File: src/verilog/nid_pkg.sv
// constants, types and register map of the nibble instruction decoder
package nid_pkg;
  localparam int PC_W = 12;
  localparam int DBF_W = 16;
  localparam int SP_W = 3;
  localparam int STACK_D = 8;
  localparam int DMEM_D = 128;
  localparam int RF_D = 128;
  // opcode field values
  localparam logic [4:0] OP_MISC = 5'h07;
  localparam logic [4:0] OP_LOAD = 5'h08;
  localparam logic [4:0] OP_SKIP_EQ = 5'h09;
  localparam logic [4:0] OP_MOV_IND_TO = 5'h0a;
  localparam logic [4:0] OP_SKIP_NE = 5'h0b;
  localparam logic [4:0] OP_BRANCH_P0 = 5'h0c;
  localparam logic [4:0] OP_BRANCH_P1 = 5'h0d;
  localparam logic [4:0] OP_STORE = 5'h18;
  localparam logic [4:0] OP_SKIP_GE = 5'h19;
  localparam logic [4:0] OP_MOV_IND_FROM = 5'h1a;
  localparam logic [4:0] OP_SKIP_LT = 5'h1b;
  localparam logic [4:0] OP_CALL = 5'h1c;
  localparam logic [4:0] OP_MOV_IMM = 5'h1d;
  localparam logic [4:0] OP_SKIP_BSET = 5'h1e;
  localparam logic [4:0] OP_SKIP_BCLR = 5'h1f;
  // low four opcode bits of the alu group; bit 4 picks the immediate form
  localparam int OP_FORM_BIT = 4;
  localparam logic [3:0] ALU_ADD = 4'h0;
  localparam logic [3:0] ALU_SUB = 4'h1;
  localparam logic [3:0] ALU_ADD_WITH_CARRY = 4'h2;
  localparam logic [3:0] ALU_SUBTRACT_WITH_BORROW = 4'h3;
  localparam logic [3:0] ALU_AND = 4'h4;
  localparam logic [3:0] ALU_XOR = 4'h5;
  localparam logic [3:0] ALU_OR = 4'h6;
  // sub-op values under OP_MISC
  localparam logic [3:0] SUB_TABLE = 4'h1;
  localparam logic [3:0] SUB_RF_WRITE = 4'h2;
  localparam logic [3:0] SUB_RF_READ = 4'h3;
  localparam logic [3:0] SUB_BRANCH_AR = 4'h4;
  localparam logic [3:0] SUB_CALL_AR = 4'h5;
  localparam logic [3:0] SUB_ROTATE = 4'h7;
  localparam logic [3:0] SUB_INC_IX = 4'h8;
  localparam logic [3:0] SUB_INC_AR = 4'h9;
  localparam logic [3:0] SUB_PERIPH_PUT = 4'ha;
  localparam logic [3:0] SUB_PERIPH_GET = 4'hb;
  localparam logic [3:0] SUB_POP_AR = 4'hc;
  localparam logic [3:0] SUB_PUSH_AR = 4'hd;
  localparam logic [3:0] SUB_RETURN = 4'he;
  localparam logic [3:0] SUB_SYSTEM = 4'hf;
  localparam logic [2:0] ROW_RET = 3'h0;
  localparam logic [2:0] ROW_RET_SKIP = 3'h1;
  localparam logic [2:0] ROW_RET_INT = 3'h4;
  localparam logic [2:0] ROW_INT_EN = 3'h0;
  localparam logic [2:0] ROW_INT_DIS = 3'h1;
  localparam logic [2:0] ROW_STOP = 3'h2;
  localparam logic [2:0] ROW_HALT = 3'h3;
  localparam logic [2:0] ROW_NOP = 3'h4;
  localparam logic [4:0] BCD_MAX = 5'h09;
  localparam logic [4:0] BCD_ADJ = 5'h06;
  // register byte addresses
  localparam logic [7:0] ADDR_CTRL = 8'h00;
  localparam logic [7:0] ADDR_RP = 8'h04;
  localparam logic [7:0] ADDR_IX = 8'h08;
  localparam logic [7:0] ADDR_STATUS = 8'h0c;
  localparam logic [7:0] ADDR_AR = 8'h10;
  localparam logic [7:0] ADDR_DBF = 8'h14;
  localparam logic [7:0] ADDR_INTERRUPT_STACK = 8'h18;
  // field positions
  localparam int CTRL_RUN = 0;
  localparam int CTRL_IXE = 1;
  localparam int CTRL_CMP = 2;
  localparam int CTRL_MP_LSB = 4;
  localparam int RP_BCD = 0;
  localparam int RP_ROW_LSB = 1;
  localparam int IX_MPE = 11;
  localparam int STAT_PC_LSB = 0;
  localparam int STAT_CY = 12;
  localparam int STAT_Z = 13;
  localparam int STAT_INTERRUPT_ENABLE_FLAG = 14;
  localparam int STAT_SLEEP = 15;
  localparam int STAT_SP_LSB = 16;
  localparam int INTERRUPT_STACK_CY = 0;
  localparam int INTERRUPT_STACK_Z = 1;
  localparam int INTERRUPT_STACK_CMP = 2;
  localparam int INTERRUPT_STACK_IXE = 3;
  // reset values
  localparam logic [7:0] RP_RST = 8'h00;
  localparam logic [11:0] IX_RST = 12'h000;
  localparam logic [11:0] AR_RST = 12'h000;
  localparam logic [15:0] DBF_RST = 16'h0000;
  localparam logic [11:0] PC_RST = 12'h000;
  localparam logic [2:0] SP_RST = 3'h0;
  localparam logic [2:0] MP_RST = 3'h0;
  localparam logic [3:0] INTERRUPT_STACK_RST = 4'h0;

  typedef struct packed {
    logic [4:0] op;
    logic [2:0] row;
    logic [3:0] col;
    logic [3:0] nib;
  } nid_instr_s;

  typedef struct packed {
    logic [6:0] addr;
    logic [15:0] wdata;
    logic wr;
    logic rd;
  } nid_pbus_s;

  typedef enum logic [1:0] {
    ST_EXEC = 2'b00,
    ST_TABLE = 2'b01,
    ST_PERIPH = 2'b10,
    ST_SLEEP = 2'b11
  } nid_state_e;
endpackage

File: src/verilog/nid_core.sv
// nibble cpu core: instruction decode, execute and apb register slave
// Function
// - add uses opcodes 00000 and 10000
// - add with carry 00010/10010 includes carry
// - subtract 00001/10001, with borrow 00011/10011
// - or, and, xor both operand forms
// - sub-ops 1001/1000 increment address, index
// - bit tests clear compare, skip on match
// - compares subtract immediate, skip, store nothing
// - load, store, indirect column from register
// - table read loads data buffer, two cycles
// - push and pop address register on stack
// - window register to and from register file
// - data buffer to and from peripheral space
// - direct branch loads 11-bit target, page bit
// - call pushes return address, jumps to target
// - returns pop pc, skip or restore saved
// - interrupt enable flag set or cleared
// - stop, halt with release nibble, plain nop
// - compare flag blocks arithmetic result write
// - carry flag follows addition carry out
// - zero flag clears on nonzero, compare-held
// - binary or decimal arithmetic by rp bit RP_BCD
// - index register ors into memory address
// - index holds pointer enable, bank, row, column
`timescale 1ns/10ps
module nid_core (
  input wire logic clock, // system clock
  input wire logic rst, // asynchronous reset
  input wire logic ce, // clock enable
  input wire logic [7:0] paddr, // apb address
  input wire logic psel, // apb select
  input wire logic penable, // apb enable
  input wire logic pwrite, // apb direction
  input wire logic [31:0] pwdata, // apb write data
  output logic [31:0] prdata, // apb read data
  output logic pready, // apb ready
  output logic pslverr, // apb error
  output logic [11:0] progAddr, // program memory address
  input wire logic [15:0] progData, // program word at progAddr
  input wire logic [3:0] wake, // release events
  input wire logic [15:0] periphRdData, // peripheral read data
  output nid_pkg::nid_pbus_s periph // peripheral request
);
  import nid_pkg::*;

  logic [3:0] dmem [0:DMEM_D-1];
  logic [3:0] rfile [0:RF_D-1];
  logic [11:0] stack [0:STACK_D-1];

  nid_state_e state_r, state_nxt;
  logic [11:0] pc_r, pc_nxt, progAddr_r, progAddr_nxt;
  logic [11:0] ar_r, ar_nxt, ix_r, ix_nxt;
  logic [15:0] dbf_r, dbf_nxt;
  logic [2:0] sp_r, sp_nxt, mp_r, mp_nxt;
  logic [7:0] rp_r, rp_nxt;
  logic [3:0] wr_r, wr_nxt, interrupt_stack_r, interrupt_stack_nxt, relCond_r, relCond_nxt;
  logic run_r, run_nxt, ixe_r, ixe_nxt, cmp_r, cmp_nxt;
  logic cy_r, cy_nxt, z_r, z_nxt, interrupt_enable_flag_r, interrupt_enable_flag_nxt, skip_r, skip_nxt;
  logic [31:0] prdata_r, prdata_nxt;
  logic pready_r, pready_nxt, pslverr_r, pslverr_nxt;
  nid_pbus_s periph_r, periph_nxt;

  nid_instr_s ins;
  logic [6:0] memAddr, regAddr, indAddr, dWa, rfAddr;
  logic [3:0] mVal, rVal, aluA, aluB, aluRes, dWd;
  logic [4:0] sum5, diff5, cmpDiff;
  logic [3:0] aluOp;
  logic dWe, rfWe, stkWe, isAlu, isArith, cin, carry, bcd;
  logic [2:0] stkWa;
  logic [11:0] stkWd, pcInc;
  logic [31:0] rdMux;
  logic mapped, setup, access;

  assign prdata = prdata_r;
  assign pready = pready_r;
  assign pslverr = pslverr_r;
  assign progAddr = progAddr_r;
  assign periph = periph_r;

  always_comb begin
    ins = nid_instr_s'(progData);
    // pointer-enable in the index top bit, then bank, row, column
    memAddr = {ins.row, ins.col};
    if (ixe_r) begin
      memAddr = memAddr | ix_r[6:0];
    end
    regAddr = {rp_r[RP_ROW_LSB +: 3], ins.nib};
    mVal = dmem[memAddr];
    rVal = dmem[regAddr];
    indAddr = {(ix_r[IX_MPE] ? mp_r : ins.row), rVal};
    rfAddr = {ins.row, ins.nib};
    bcd = rp_r[RP_BCD];
    aluOp = ins.op[3:0];
    isAlu = !ins.op[3] && (ins.op[2:0] != 3'h7);
    isArith = isAlu && (aluOp <= ALU_SUBTRACT_WITH_BORROW);
    aluA = ins.op[OP_FORM_BIT] ? mVal : rVal;
    aluB = ins.op[OP_FORM_BIT] ? ins.nib : mVal;
    cin = ((aluOp == ALU_ADD_WITH_CARRY) || (aluOp == ALU_SUBTRACT_WITH_BORROW)) && cy_r;
    sum5 = {1'b0, aluA} + {1'b0, aluB} + {4'h0, cin};
    diff5 = {1'b0, aluA} - {1'b0, aluB} - {4'h0, cin};
    cmpDiff = {1'b0, mVal} - {1'b0, ins.nib};
    aluRes = 4'h0;
    carry = 1'b0;
    case (aluOp)
      ALU_ADD, ALU_ADD_WITH_CARRY: begin
        if (bcd && (sum5 > BCD_MAX)) begin
          aluRes = 4'(sum5 + BCD_ADJ);
          carry = 1'b1;
        end else begin
          aluRes = sum5[3:0];
          carry = sum5[4];
        end
      end
      ALU_SUB, ALU_SUBTRACT_WITH_BORROW: begin
        carry = diff5[4];
        aluRes = (bcd && diff5[4]) ? 4'(diff5 - BCD_ADJ) : diff5[3:0];
      end
      ALU_AND: aluRes = aluA & aluB;
      ALU_XOR: aluRes = aluA ^ aluB;
      ALU_OR: aluRes = aluA | aluB;
      default: aluRes = 4'h0;
    endcase
    pcInc = pc_r + 12'h001;

    state_nxt = state_r;
    pc_nxt = pc_r;
    progAddr_nxt = progAddr_r;
    ar_nxt = ar_r;
    ix_nxt = ix_r;
    dbf_nxt = dbf_r;
    sp_nxt = sp_r;
    mp_nxt = mp_r;
    rp_nxt = rp_r;
    wr_nxt = wr_r;
    interrupt_stack_nxt = interrupt_stack_r;
    relCond_nxt = relCond_r;
    run_nxt = run_r;
    ixe_nxt = ixe_r;
    cmp_nxt = cmp_r;
    cy_nxt = cy_r;
    z_nxt = z_r;
    interrupt_enable_flag_nxt = interrupt_enable_flag_r;
    skip_nxt = skip_r;
    periph_nxt = periph_r;
    periph_nxt.wr = 1'b0;
    periph_nxt.rd = 1'b0;
    dWe = 1'b0;
    dWa = memAddr;
    dWd = 4'h0;
    rfWe = 1'b0;
    stkWe = 1'b0;
    stkWa = sp_r - 3'h1;
    stkWd = pcInc;

    case (state_r)
      ST_EXEC: begin
        if (run_r && skip_r) begin
          skip_nxt = 1'b0;
          pc_nxt = pcInc;
        end else if (run_r && isAlu) begin
          pc_nxt = pcInc;
          dWa = ins.op[OP_FORM_BIT] ? memAddr : regAddr;
          dWd = aluRes;
          dWe = !(isArith && cmp_r);
          if (isArith) begin
            cy_nxt = carry;
            if (aluRes != 4'h0) begin
              z_nxt = 1'b0;
            end else if (!cmp_r) begin
              z_nxt = 1'b1;
            end
          end
        end else if (run_r) begin
          pc_nxt = pcInc;
          case (ins.op)
            OP_LOAD: begin
              dWa = regAddr;
              dWd = mVal;
              dWe = 1'b1;
            end
            OP_STORE: begin
              dWd = rVal;
              dWe = 1'b1;
            end
            OP_MOV_IND_TO: begin
              dWa = indAddr;
              dWd = mVal;
              dWe = 1'b1;
            end
            OP_MOV_IND_FROM: begin
              dWd = dmem[indAddr];
              dWe = 1'b1;
            end
            OP_MOV_IMM: begin
              dWd = ins.nib;
              dWe = 1'b1;
            end
            OP_SKIP_EQ: skip_nxt = (cmpDiff[3:0] == 4'h0);
            OP_SKIP_NE: skip_nxt = (cmpDiff[3:0] != 4'h0);
            OP_SKIP_GE: skip_nxt = !cmpDiff[4];
            OP_SKIP_LT: skip_nxt = cmpDiff[4];
            OP_SKIP_BSET: begin
              cmp_nxt = 1'b0;
              skip_nxt = ((mVal & ins.nib) == ins.nib);
            end
            OP_SKIP_BCLR: begin
              cmp_nxt = 1'b0;
              skip_nxt = ((mVal & ins.nib) == 4'h0);
            end
            OP_BRANCH_P0: pc_nxt = {1'b0, progData[10:0]};
            OP_BRANCH_P1: pc_nxt = {1'b1, progData[10:0]};
            OP_CALL: begin
              stkWe = 1'b1;
              sp_nxt = sp_r - 3'h1;
              pc_nxt = {1'b0, progData[10:0]};
            end
            OP_MISC: begin
              case (ins.col)
                SUB_INC_AR: ar_nxt = ar_r + 12'h001;
                SUB_INC_IX: ix_nxt = ix_r + 12'h001;
                SUB_TABLE: begin
                  stkWe = 1'b1;
                  sp_nxt = sp_r - 3'h1;
                  pc_nxt = pc_r;
                  state_nxt = ST_TABLE;
                end
                SUB_PUSH_AR: begin
                  stkWe = 1'b1;
                  stkWd = ar_r;
                  sp_nxt = sp_r - 3'h1;
                end
                SUB_POP_AR: begin
                  ar_nxt = stack[sp_r];
                  sp_nxt = sp_r + 3'h1;
                end
                SUB_RF_READ: wr_nxt = rfile[rfAddr];
                SUB_RF_WRITE: rfWe = 1'b1;
                SUB_PERIPH_GET: begin
                  periph_nxt.addr = rfAddr;
                  periph_nxt.rd = 1'b1;
                  pc_nxt = pc_r;
                  state_nxt = ST_PERIPH;
                end
                SUB_PERIPH_PUT: begin
                  periph_nxt.addr = rfAddr;
                  periph_nxt.wdata = dbf_r;
                  periph_nxt.wr = 1'b1;
                end
                SUB_BRANCH_AR: pc_nxt = ar_r;
                SUB_CALL_AR: begin
                  stkWe = 1'b1;
                  sp_nxt = sp_r - 3'h1;
                  pc_nxt = ar_r;
                end
                SUB_ROTATE: begin
                  dWa = regAddr;
                  dWd = {cy_r, rVal[3:1]};
                  dWe = 1'b1;
                  cy_nxt = rVal[0];
                end
                SUB_RETURN: begin
                  pc_nxt = stack[sp_r];
                  sp_nxt = sp_r + 3'h1;
                  skip_nxt = (ins.row == ROW_RET_SKIP);
                  if (ins.row == ROW_RET_INT) begin
                    cy_nxt = interrupt_stack_r[INTERRUPT_STACK_CY];
                    z_nxt = interrupt_stack_r[INTERRUPT_STACK_Z];
                    cmp_nxt = interrupt_stack_r[INTERRUPT_STACK_CMP];
                    ixe_nxt = interrupt_stack_r[INTERRUPT_STACK_IXE];
                  end
                end
                SUB_SYSTEM: begin
                  case (ins.row)
                    ROW_INT_EN: interrupt_enable_flag_nxt = 1'b1;
                    ROW_INT_DIS: interrupt_enable_flag_nxt = 1'b0;
                    ROW_STOP, ROW_HALT: begin
                      relCond_nxt = ins.nib;
                      state_nxt = ST_SLEEP;
                    end
                    default: pc_nxt = pcInc;
                  endcase
                end
                default: pc_nxt = pcInc;
              endcase
            end
            default: pc_nxt = pcInc;
          endcase
        end
      end
      ST_TABLE: begin
        dbf_nxt = progData;
        pc_nxt = stack[sp_r];
        sp_nxt = sp_r + 3'h1;
        state_nxt = ST_EXEC;
      end
      ST_PERIPH: begin
        dbf_nxt = periphRdData;
        pc_nxt = pcInc;
        state_nxt = ST_EXEC;
      end
      default: begin
        // pc already points past the sleep instruction
        if (((wake & relCond_r) != 4'h0) || !run_r) begin
          state_nxt = ST_EXEC;
        end
      end
    endcase
    progAddr_nxt = (state_nxt == ST_TABLE) ? ar_r : pc_nxt;

    // apb slave: read data captured in setup, one access cycle
    setup = psel && !penable;
    access = psel && penable && pready_r;
    rdMux = 32'h0;
    mapped = 1'b1;
    if (paddr == ADDR_CTRL) begin
      rdMux[CTRL_RUN] = run_r;
      rdMux[CTRL_IXE] = ixe_r;
      rdMux[CTRL_CMP] = cmp_r;
      rdMux[CTRL_MP_LSB +: 3] = mp_r;
    end else if (paddr == ADDR_RP) begin
      rdMux[7:0] = rp_r;
    end else if (paddr == ADDR_IX) begin
      rdMux[11:0] = ix_r;
    end else if (paddr == ADDR_STATUS) begin
      rdMux[STAT_PC_LSB +: 12] = pc_r;
      rdMux[STAT_CY] = cy_r;
      rdMux[STAT_Z] = z_r;
      rdMux[STAT_INTERRUPT_ENABLE_FLAG] = interrupt_enable_flag_r;
      rdMux[STAT_SLEEP] = (state_r == ST_SLEEP);
      rdMux[STAT_SP_LSB +: 3] = sp_r;
    end else if (paddr == ADDR_AR) begin
      rdMux[11:0] = ar_r;
    end else if (paddr == ADDR_DBF) begin
      rdMux[15:0] = dbf_r;
    end else if (paddr == ADDR_INTERRUPT_STACK) begin
      rdMux[3:0] = interrupt_stack_r;
    end else begin
      mapped = 1'b0;
    end
    pready_nxt = setup;
    pslverr_nxt = setup && !mapped;
    prdata_nxt = (setup && !pwrite) ? rdMux : 32'h0;
    if (access && pwrite) begin
      if (paddr == ADDR_CTRL) begin
        run_nxt = pwdata[CTRL_RUN];
        ixe_nxt = pwdata[CTRL_IXE];
        cmp_nxt = pwdata[CTRL_CMP]; // software write wins
        mp_nxt = pwdata[CTRL_MP_LSB +: 3];
      end else if (paddr == ADDR_RP) begin
        rp_nxt = pwdata[7:0];
      end else if (paddr == ADDR_IX) begin
        ix_nxt = pwdata[11:0];
      end else if (paddr == ADDR_AR) begin
        ar_nxt = pwdata[11:0];
      end else if (paddr == ADDR_DBF) begin
        dbf_nxt = pwdata[15:0];
      end else if (paddr == ADDR_INTERRUPT_STACK) begin
        interrupt_stack_nxt = pwdata[3:0];
      end
    end
  end

  always_ff @(posedge clock or posedge rst) begin
    if (rst) begin
      state_r <= ST_EXEC;
      pc_r <= PC_RST;
      progAddr_r <= PC_RST;
      ar_r <= AR_RST;
      ix_r <= IX_RST;
      dbf_r <= DBF_RST;
      sp_r <= SP_RST;
      mp_r <= MP_RST;
      rp_r <= RP_RST;
      wr_r <= 4'h0;
      interrupt_stack_r <= INTERRUPT_STACK_RST;
      relCond_r <= 4'h0;
      run_r <= 1'b0;
      ixe_r <= 1'b0;
      cmp_r <= 1'b0;
      cy_r <= 1'b0;
      z_r <= 1'b0;
      interrupt_enable_flag_r <= 1'b0;
      skip_r <= 1'b0;
      prdata_r <= 32'h0;
      pready_r <= 1'b0;
      pslverr_r <= 1'b0;
      periph_r <= '0;
    end else if (ce) begin
      state_r <= state_nxt;
      pc_r <= pc_nxt;
      progAddr_r <= progAddr_nxt;
      ar_r <= ar_nxt;
      ix_r <= ix_nxt;
      dbf_r <= dbf_nxt;
      sp_r <= sp_nxt;
      mp_r <= mp_nxt;
      rp_r <= rp_nxt;
      wr_r <= wr_nxt;
      interrupt_stack_r <= interrupt_stack_nxt;
      relCond_r <= relCond_nxt;
      run_r <= run_nxt;
      ixe_r <= ixe_nxt;
      cmp_r <= cmp_nxt;
      cy_r <= cy_nxt;
      z_r <= z_nxt;
      interrupt_enable_flag_r <= interrupt_enable_flag_nxt;
      skip_r <= skip_nxt;
      prdata_r <= prdata_nxt;
      pready_r <= pready_nxt;
      pslverr_r <= pslverr_nxt;
      periph_r <= periph_nxt;
    end
  end

  always_ff @(posedge clock) begin
    if (ce && dWe) begin
      dmem[dWa] <= dWd;
    end
    if (ce && rfWe) begin
      rfile[rfAddr] <= wr_r;
    end
    if (ce && stkWe) begin
      stack[stkWa] <= stkWd;
    end
  end
endmodule

File: config.mk
export PLATFORM = sky130hd
export DESIGN_NAME = nid_core
export DESIGN_NICKNAME = d
export VERILOG_FILES = /design/src/verilog/nid_pkg.sv /design/src/verilog/nid_core.sv
export SDC_FILE = /design/constraint.sdc
export NUM_CORES = 2
export LEC_CHECK = 0
export BUFFER_PORTS_ARGS = -buffer_cell sky130_fd_sc_hd__buf_2
export CAP_MARGIN = 5
export CELL_PAD_IN_SITES_DETAIL_PLACEMENT = 0
export CELL_PAD_IN_SITES_GLOBAL_PLACEMENT = 2
export CORE_MARGIN = 10
export CORE_UTILIZATION = 47
export DETAILED_ROUTE_END_ITERATION = 10
export PLACE_DENSITY = 0.95
export SETUP_SLACK_MARGIN = 0.02
export SLEW_MARGIN = 20
export SYNTH_ARGS = -nofsm -noshare
export SYNTH_HDL_FRONTEND = slang
export SYNTH_SLANG_ARGS = --single-unit
File: constraint.sdc
create_clock -name clock -period 14.2 [get_ports clock]
set_input_delay 1.42 -clock clock [delete_from_list [all_inputs] [get_ports clock]]
set_output_delay 1.42 -clock clock [all_outputs]
set_load 0.05 [all_outputs]
---- Yosys cells after proc, flatten, opt, wreduce, memory -nomap -nowiden ----
Memory sizes are Yosys's and may differ from the RTL's.
Cells that the tools add are included.
word-level totals
  memories kept ........................... 2
  bits in writable memories ............... 608
  bits in registers ....................... 154
  logic and storage cells ................. 346
  output and inout bits ................... 71
  input bits .............................. 82
operators by class
  add/sub/neg operators ................... 12
  multiplexer cells ....................... 166
  reduce and logical (&&, ||, !) cells .... 67
  bitwise operators ....................... 13
  equality and inequality tests ........... 59
  order comparisons ....................... 2
memories
  memory  words  width  rd ports  clocked after memory_dff  write ports  line            text
  dmem    128    4      3         0                         1            nid_core.sv:47  logic [3:0] dmem [0:DMEM_D-1];
  stack   8      12     1         0                         1            nid_core.sv:49  logic [11:0] stack [0:STACK_D-1];
operators by type and width
  kind                                           count
  two-way mux 12 bit                             39
  two-way mux 16 bit                             7
  one-hot mux 12 bit (3 select lines)            3
  two-way mux 1 bit                              59
  two-way mux 7 bit                              8
  two-way mux 4 bit                              12
  == test 5 bit, second input constant           8
  one-hot mux 4 bit (5 select lines)             2
  adder 12 x 1 -> 12 bit, second input constant  3
  == test 4 bit, second input constant           8
  one-hot mux 16 bit (2 select lines)            1
  AND reduction 8 bit                            4
  == test 5 x 4 -> 1 bit, second input constant  6
  == test 4 x 3 -> 1 bit, second input constant  6
  == test 8 x 5 -> 1 bit, second input constant  3
  one-hot mux 12 bit (2 select lines)            1
  two-way mux 2 bit                              11
  OR reduction 2 bit                             11
  two-way mux 3 bit                              7
  one-hot mux 7 bit (3 select lines)             1
  AND reduction 7 bit                            3
  two-way mux 19 bit                             1
  one-hot mux 3 bit (2 select lines)             3
  == test 8 x 4 -> 1 bit, second input constant  2
  other kinds (53)                               110

---- Depth between registers and ports, before layout ----
An unclocked memory read counts as a cell.
  word-level depth ........................ 14
  gate-level depth with buffers ........... 34
  gate-level depth less buffers ........... 25

---- Worst setup path after synthesis ----
Ideal clock, no wire load.
  kind .................................... input to register
  start point ............................. input port progData[2]
  end point ............................... memory dmem[0][0] (data pin)
  library setup time ...................... 1.228 ns
  arrival ................................. 9.752 ns
  buffers on the path ..................... 6
  stages .................................. 18
  path slack .............................. 3.220 ns
  path through ............................ buf_6 > buf_4 > mux4_2 > nand3_1 > a41oi_1 > or4_1 > nand3_2 > nand2_4 > buf_6 > buf_4 > buf_2 > buf_4 > mux2i_1 > o21ai_0 > nor2_1 > o41ai_1 > o2111ai_1 > o31ai_1
between the ends
  longest elaborated chain between the ends .. 11
  elaborated cells between the ends (all ways) .. 24
  classes of those cells .................. 6 x add/sub; 1 x order compare; 11 x mux; 3 x bitwise; 2 x reduce/logical; 1 x memory
RTL lines
  item                                    line             text
  start: declaration                      nid_core.sv:40   input wire logic [15:0] progData,
  memory (128 x 4 bit)                    n/a
  two-way mux 4 bit                       nid_core.sv:97   aluA = ins.op[OP_FORM_BIT] ? mVal : rVal;
  adder 4 x 4 -> 5 bit                    nid_core.sv:100  sum5 = {1'b0, aluA} + {1'b0, aluB} + {4'h0, cin};
  adder 5 x 1 -> 5 bit                    nid_core.sv:100
  greater-than comparator 5 x 4 -> 1 bit  nid_core.sv:107  if (bcd && (sum5 > BCD_MAX)) begin
  logical AND 1 bit                       nid_core.sv:107
  two-way mux 4 bit                       nid_core.sv:107
  one-hot mux 4 bit (5 select lines)      nid_core.sv:105  case (aluOp)
  two-way mux 4 bit *                     nid_core.sv:161  end else if (run_r && isAlu) begin
  two-way mux 4 bit *                     nid_core.sv:158  if (run_r && skip_r) begin
  two-way mux 4 bit *                     nid_core.sv:156  case (state_r)
  net dWd[0]                              nid_core.sv:66   logic [3:0] mVal, rVal, aluA, aluB, aluRes, dWd;
  end: declaration                        nid_core.sv:47
The timed path passes the listed nets; every way through them passes the cells marked *.

---- Worst setup path after layout ----
  start point ............................. input port progData[0]
  end point ............................... memory dmem[99][2] (data pin)
Same word-level chain as after synthesis.

==> results.toml <==
[setup_path]
cp_max_fo = 96
cp_common_cell = "buf_4"
cp.required_ns = 14.54
cp.arrival_ns = 10.03
path_class = "input pin to flop"
cp-start-kind = "input pin"
max_stage_delay_ns = 0.92
slowest_stage = "nor4_1"
path_cells = "buf_4, buf_4, nor2b_2, buf_4, a22o_1, nor3_1, or4_1, nand3_2, nand2_8, buf_12, mux2i_1, mux2_2, a211o_1, nor4_1, or4_1, a221o_4, buf_4"
end_kind = "flop"

[sta]
min_period_over_period_pct = 68.3
rsz0062_at_grt = "no"
fin_crit_ns = 9.70
hold_viol_final = 0
setup_viol = 0
maxSlewViolCount = 0
tightest_slew_ns = 1.23
timing.fmax_ghz = 0.103
skew_ns = 0.0395
setup_tns_ns = 0
max_slew_margin_pct = 18.2
setup_slack_ns = 4.50

[flow_run]
drv_cap = 0

[route]
viasPerCell = 7.10
drt-pass1-iter-count = 8
drt-initial-drc-count = 5705
drc_errors = 0
routedWlPerCell_microns = 34.3
drt.antenna.violating_nets = 0
routed-via-count = 35600
finalWirelength_microns = 172000

[cells_and_area]
final_nets = 3815
seq_area_sq_um = 21800
fill_cells = 8039
final_cell_mix = "edfxtp_1, nand2_1, nor2_1"
drive_above_1_share_pct = 19.2
final_common_cell = "edfxtp_1"
multiInputGateArea_sq_um = 20800
syn_to_final_growth_pct = 9.80

[synthesis]
ys.flop_type = "edfxtp_1"
synth.area.mux_share_pct = 21.0
ys_warn_count = 0
synth_seq_cells = 749
synth_cell_type_count = 94
synth_top_area_cell = "edfxtp_1"
synth_top_family_by_area = "multiplexers"
netlist_instances = 3703
seq_area_frac_synth_pct = 49.4
async_reset_ff_share_pct = 18.8
yosys-top-cells-area = "edfxtp_1, mux4_2, dfrtp_1, mux2i_1, nand2_1"
syn-cell-area_sq_um = 44100
synth-simple-area-share_pct = 10.9
syn_avg_cell_area_sq_um = 11.9
synthAdderAreaFrac_pct = 1.14
synthXorXnorAreaFrac_pct = 0.536
synth_enable_flop_cells = 608
synth.top_cell.area_share_pct = 41.4
synth_compound_area_share_pct = 13.0

[clock_tree]
cts_tree = "built"
clock_sink_count = 749
clk_path_buf_depth = 3
htreeDepth = 3
clk-insertion-delay-late_ns = 0.70
cts_resized = 0
hold_buffers = 0
cts_buffers = 81
clockRootBuffer = "clkbuf_16"
cts_setup_buffers = 0
clk_pin_slew_worst_paths_ns = 0.06

[power]
power_density_nw_per_um2 = 124
internal_power_w = 0.00417
static-leakage-power_nw = 17.2
p_sw_share_pct = 30.4
p_seq_share_pct = 43.1
ir_drop_v = 0.000145
power_frac_comb_pct = 20.2
p_clk_share_pct = 36.7
p_sw_w = 0.00182

[worst_hold_path]
min_path_type = "flop to flop"

[die]
row_count = 112
die_area_sq_um = 107000
fp.dieW_microns = 326
die_h_microns = 326
io-pin-count = 153
core_area_sq_um = 93200
start_util_pct = 47.4

[place]
dp_hpwl_microns = 117000
globalplace.congestion = 1.00
pre_cts_ws_ns = 4.07
port_buffers = 123

[grt]
grt_max_degree = 129
antenna_found_initial = 8
grt_pass1_wl_microns = 246000
grt_overflow = 0
first_global_vias = 34000
track_usage_pct = 31.3

[status]
status = "finished clean"
per-layer routing:
| layer | track usage (%) | part of all wire (%) | vias to the layer above |
|---|---|---|---|
| met3 | 9.93 | 14 | 710 |
| met4 | 19.2 | 7.4 | 10 |
| met1 | 39.9 | 36 | 17500 |
| met2 | 46.2 | 43 | 2916 |
| li1 | - | - | 14500 |
| met5 | 0.769 | 0.092 | - |
power groups by stage:
stage | registers, W | clock network, W | logic, W
2_1_floorplan | 0.00263 | 0 | 0.000759
3_3_place_gp | 0.00262 | 0 | 0.00115
3_5_place_dp | 0.00262 | 0 | 0.00116
4_1_cts | 0.00258 | 0.00220 | 0.00117
5_1_grt | 0.00258 | 0.00229 | 0.00126
6_report | 0.00258 | 0.00220 | 0.00121
cell type report:
| class | count | share of cell area [%] |
|---|---|---|
| sequential | 749 | 45.0 |
| multi-input combinational | 2595 | 42.9 |
| clock buffer | 103 | 4.48 |
| tap | 1254 | 3.24 |
| timing repair buffer | 210 | 2.77 |
| clock inverter | 47 | 1.15 |
| inverter | 57 | 0.452 |
| antenna | 2 | 0.0103 |
Yosys cell counts, types with 9 or more instances:
cell type	count
o2bb2ai_1	18
xnor2_1	20
a221oi_1	26
nor4_1	14
o31ai_1	15
a21o_1	24
o32ai_1	9
clkbuf_1	162
edfxtp_1	608
a22oi_1	106
buf_6	17
nand4_1	27
and3_1	19
buf_2	68
o21ai_0	158
buf_4	41
mux2_2	68
nand2_1	380
o221ai_1	15
and2_1	28
and4_1	9
a21oi_1	199
a32o_1	10
mux2i_1	261
inv_1	54
o22ai_1	45
nor2b_1	18
nor3_1	58
mux4_2	260
o21a_1	9
nand2b_1	24
dfrtp_1	141
nor2_1	319
ha_1	37
or2_2	11
buf_1	23
o2111ai_1	9
a22o_1	26
a31oi_1	31
a211oi_1	36
o211ai_1	15
a311oi_1	21
nand3_1	125
a32oi_1	22
cell families (layout without fill, tap and decap cells):
logic type | count (synthesis) | in the layout
other | 1 | 15
XOR/XNOR | 27 | 27
multiplexers | 590 | 590
AND/OR/NAND/NOR | 1073 | 1073
adder cells (fa/ha/maj) | 39 | 39
flip-flops | 749 | 749
AO/OA/AOI/OAI | 853 | 853
buffers and inverters | 371 | 417
worst max-delay path, delay by kind of cell:
kind / cells / cell delay, ns
compound gates: 3 / 1.04
mux: 2 / 0.52
buf+inv: 5 / 2.92
simple gates: 7 / 3.79
path summary, 6_finish.rpt:
kind,depth (start not counted),slack [ns],end,start
max,17,4.50,dmem[99][2],progData[0]
min,2,0.47,periph[21],periph[21]
max reg2reg,26,5.48,dmem[78][1],ix_r[0]
min reg2reg,2,0.47,periph[21],periph[21]
max in group asynchronous,3,11.98,sp_r[0],rst
min in group asynchronous,2,0.88,periph[16],rst
sequential cells by signal, summed over array words and instances (netlist names), 3 cells and up:
| signal | flops |
|---|---|
| dmem | 512 |
| stack | 96 |
| periph | 25 |
| prdata | 19 |
| dbf_r | 16 |
| ar_r | 12 |
| ix_r | 12 |
| pc_r | 12 |
| progAddr | 12 |
| rp_r | 8 |
| interrupt_stack_r | 4 |
| relCond_r | 4 |
| mp_r | 3 |
| sp_r | 3 |
through the flow:
stage               area (sq um)  std cells  hold WS (ns)  utilization [%]  power [W]
global placement           45700       4864         0.458             49.0    0.00377
floorplan                  44200       3715         0.449                -    0.00339
finish                     48500       5017         0.473             52.0    0.00599
global route               48500       5015         0.508             52.0    0.00614
detailed placement         45700       4864         0.466             49.0    0.00379
CTS                        48400       5014         0.478             52.0    0.00595
No activity file was read; power rests on OpenSTA's default activity.
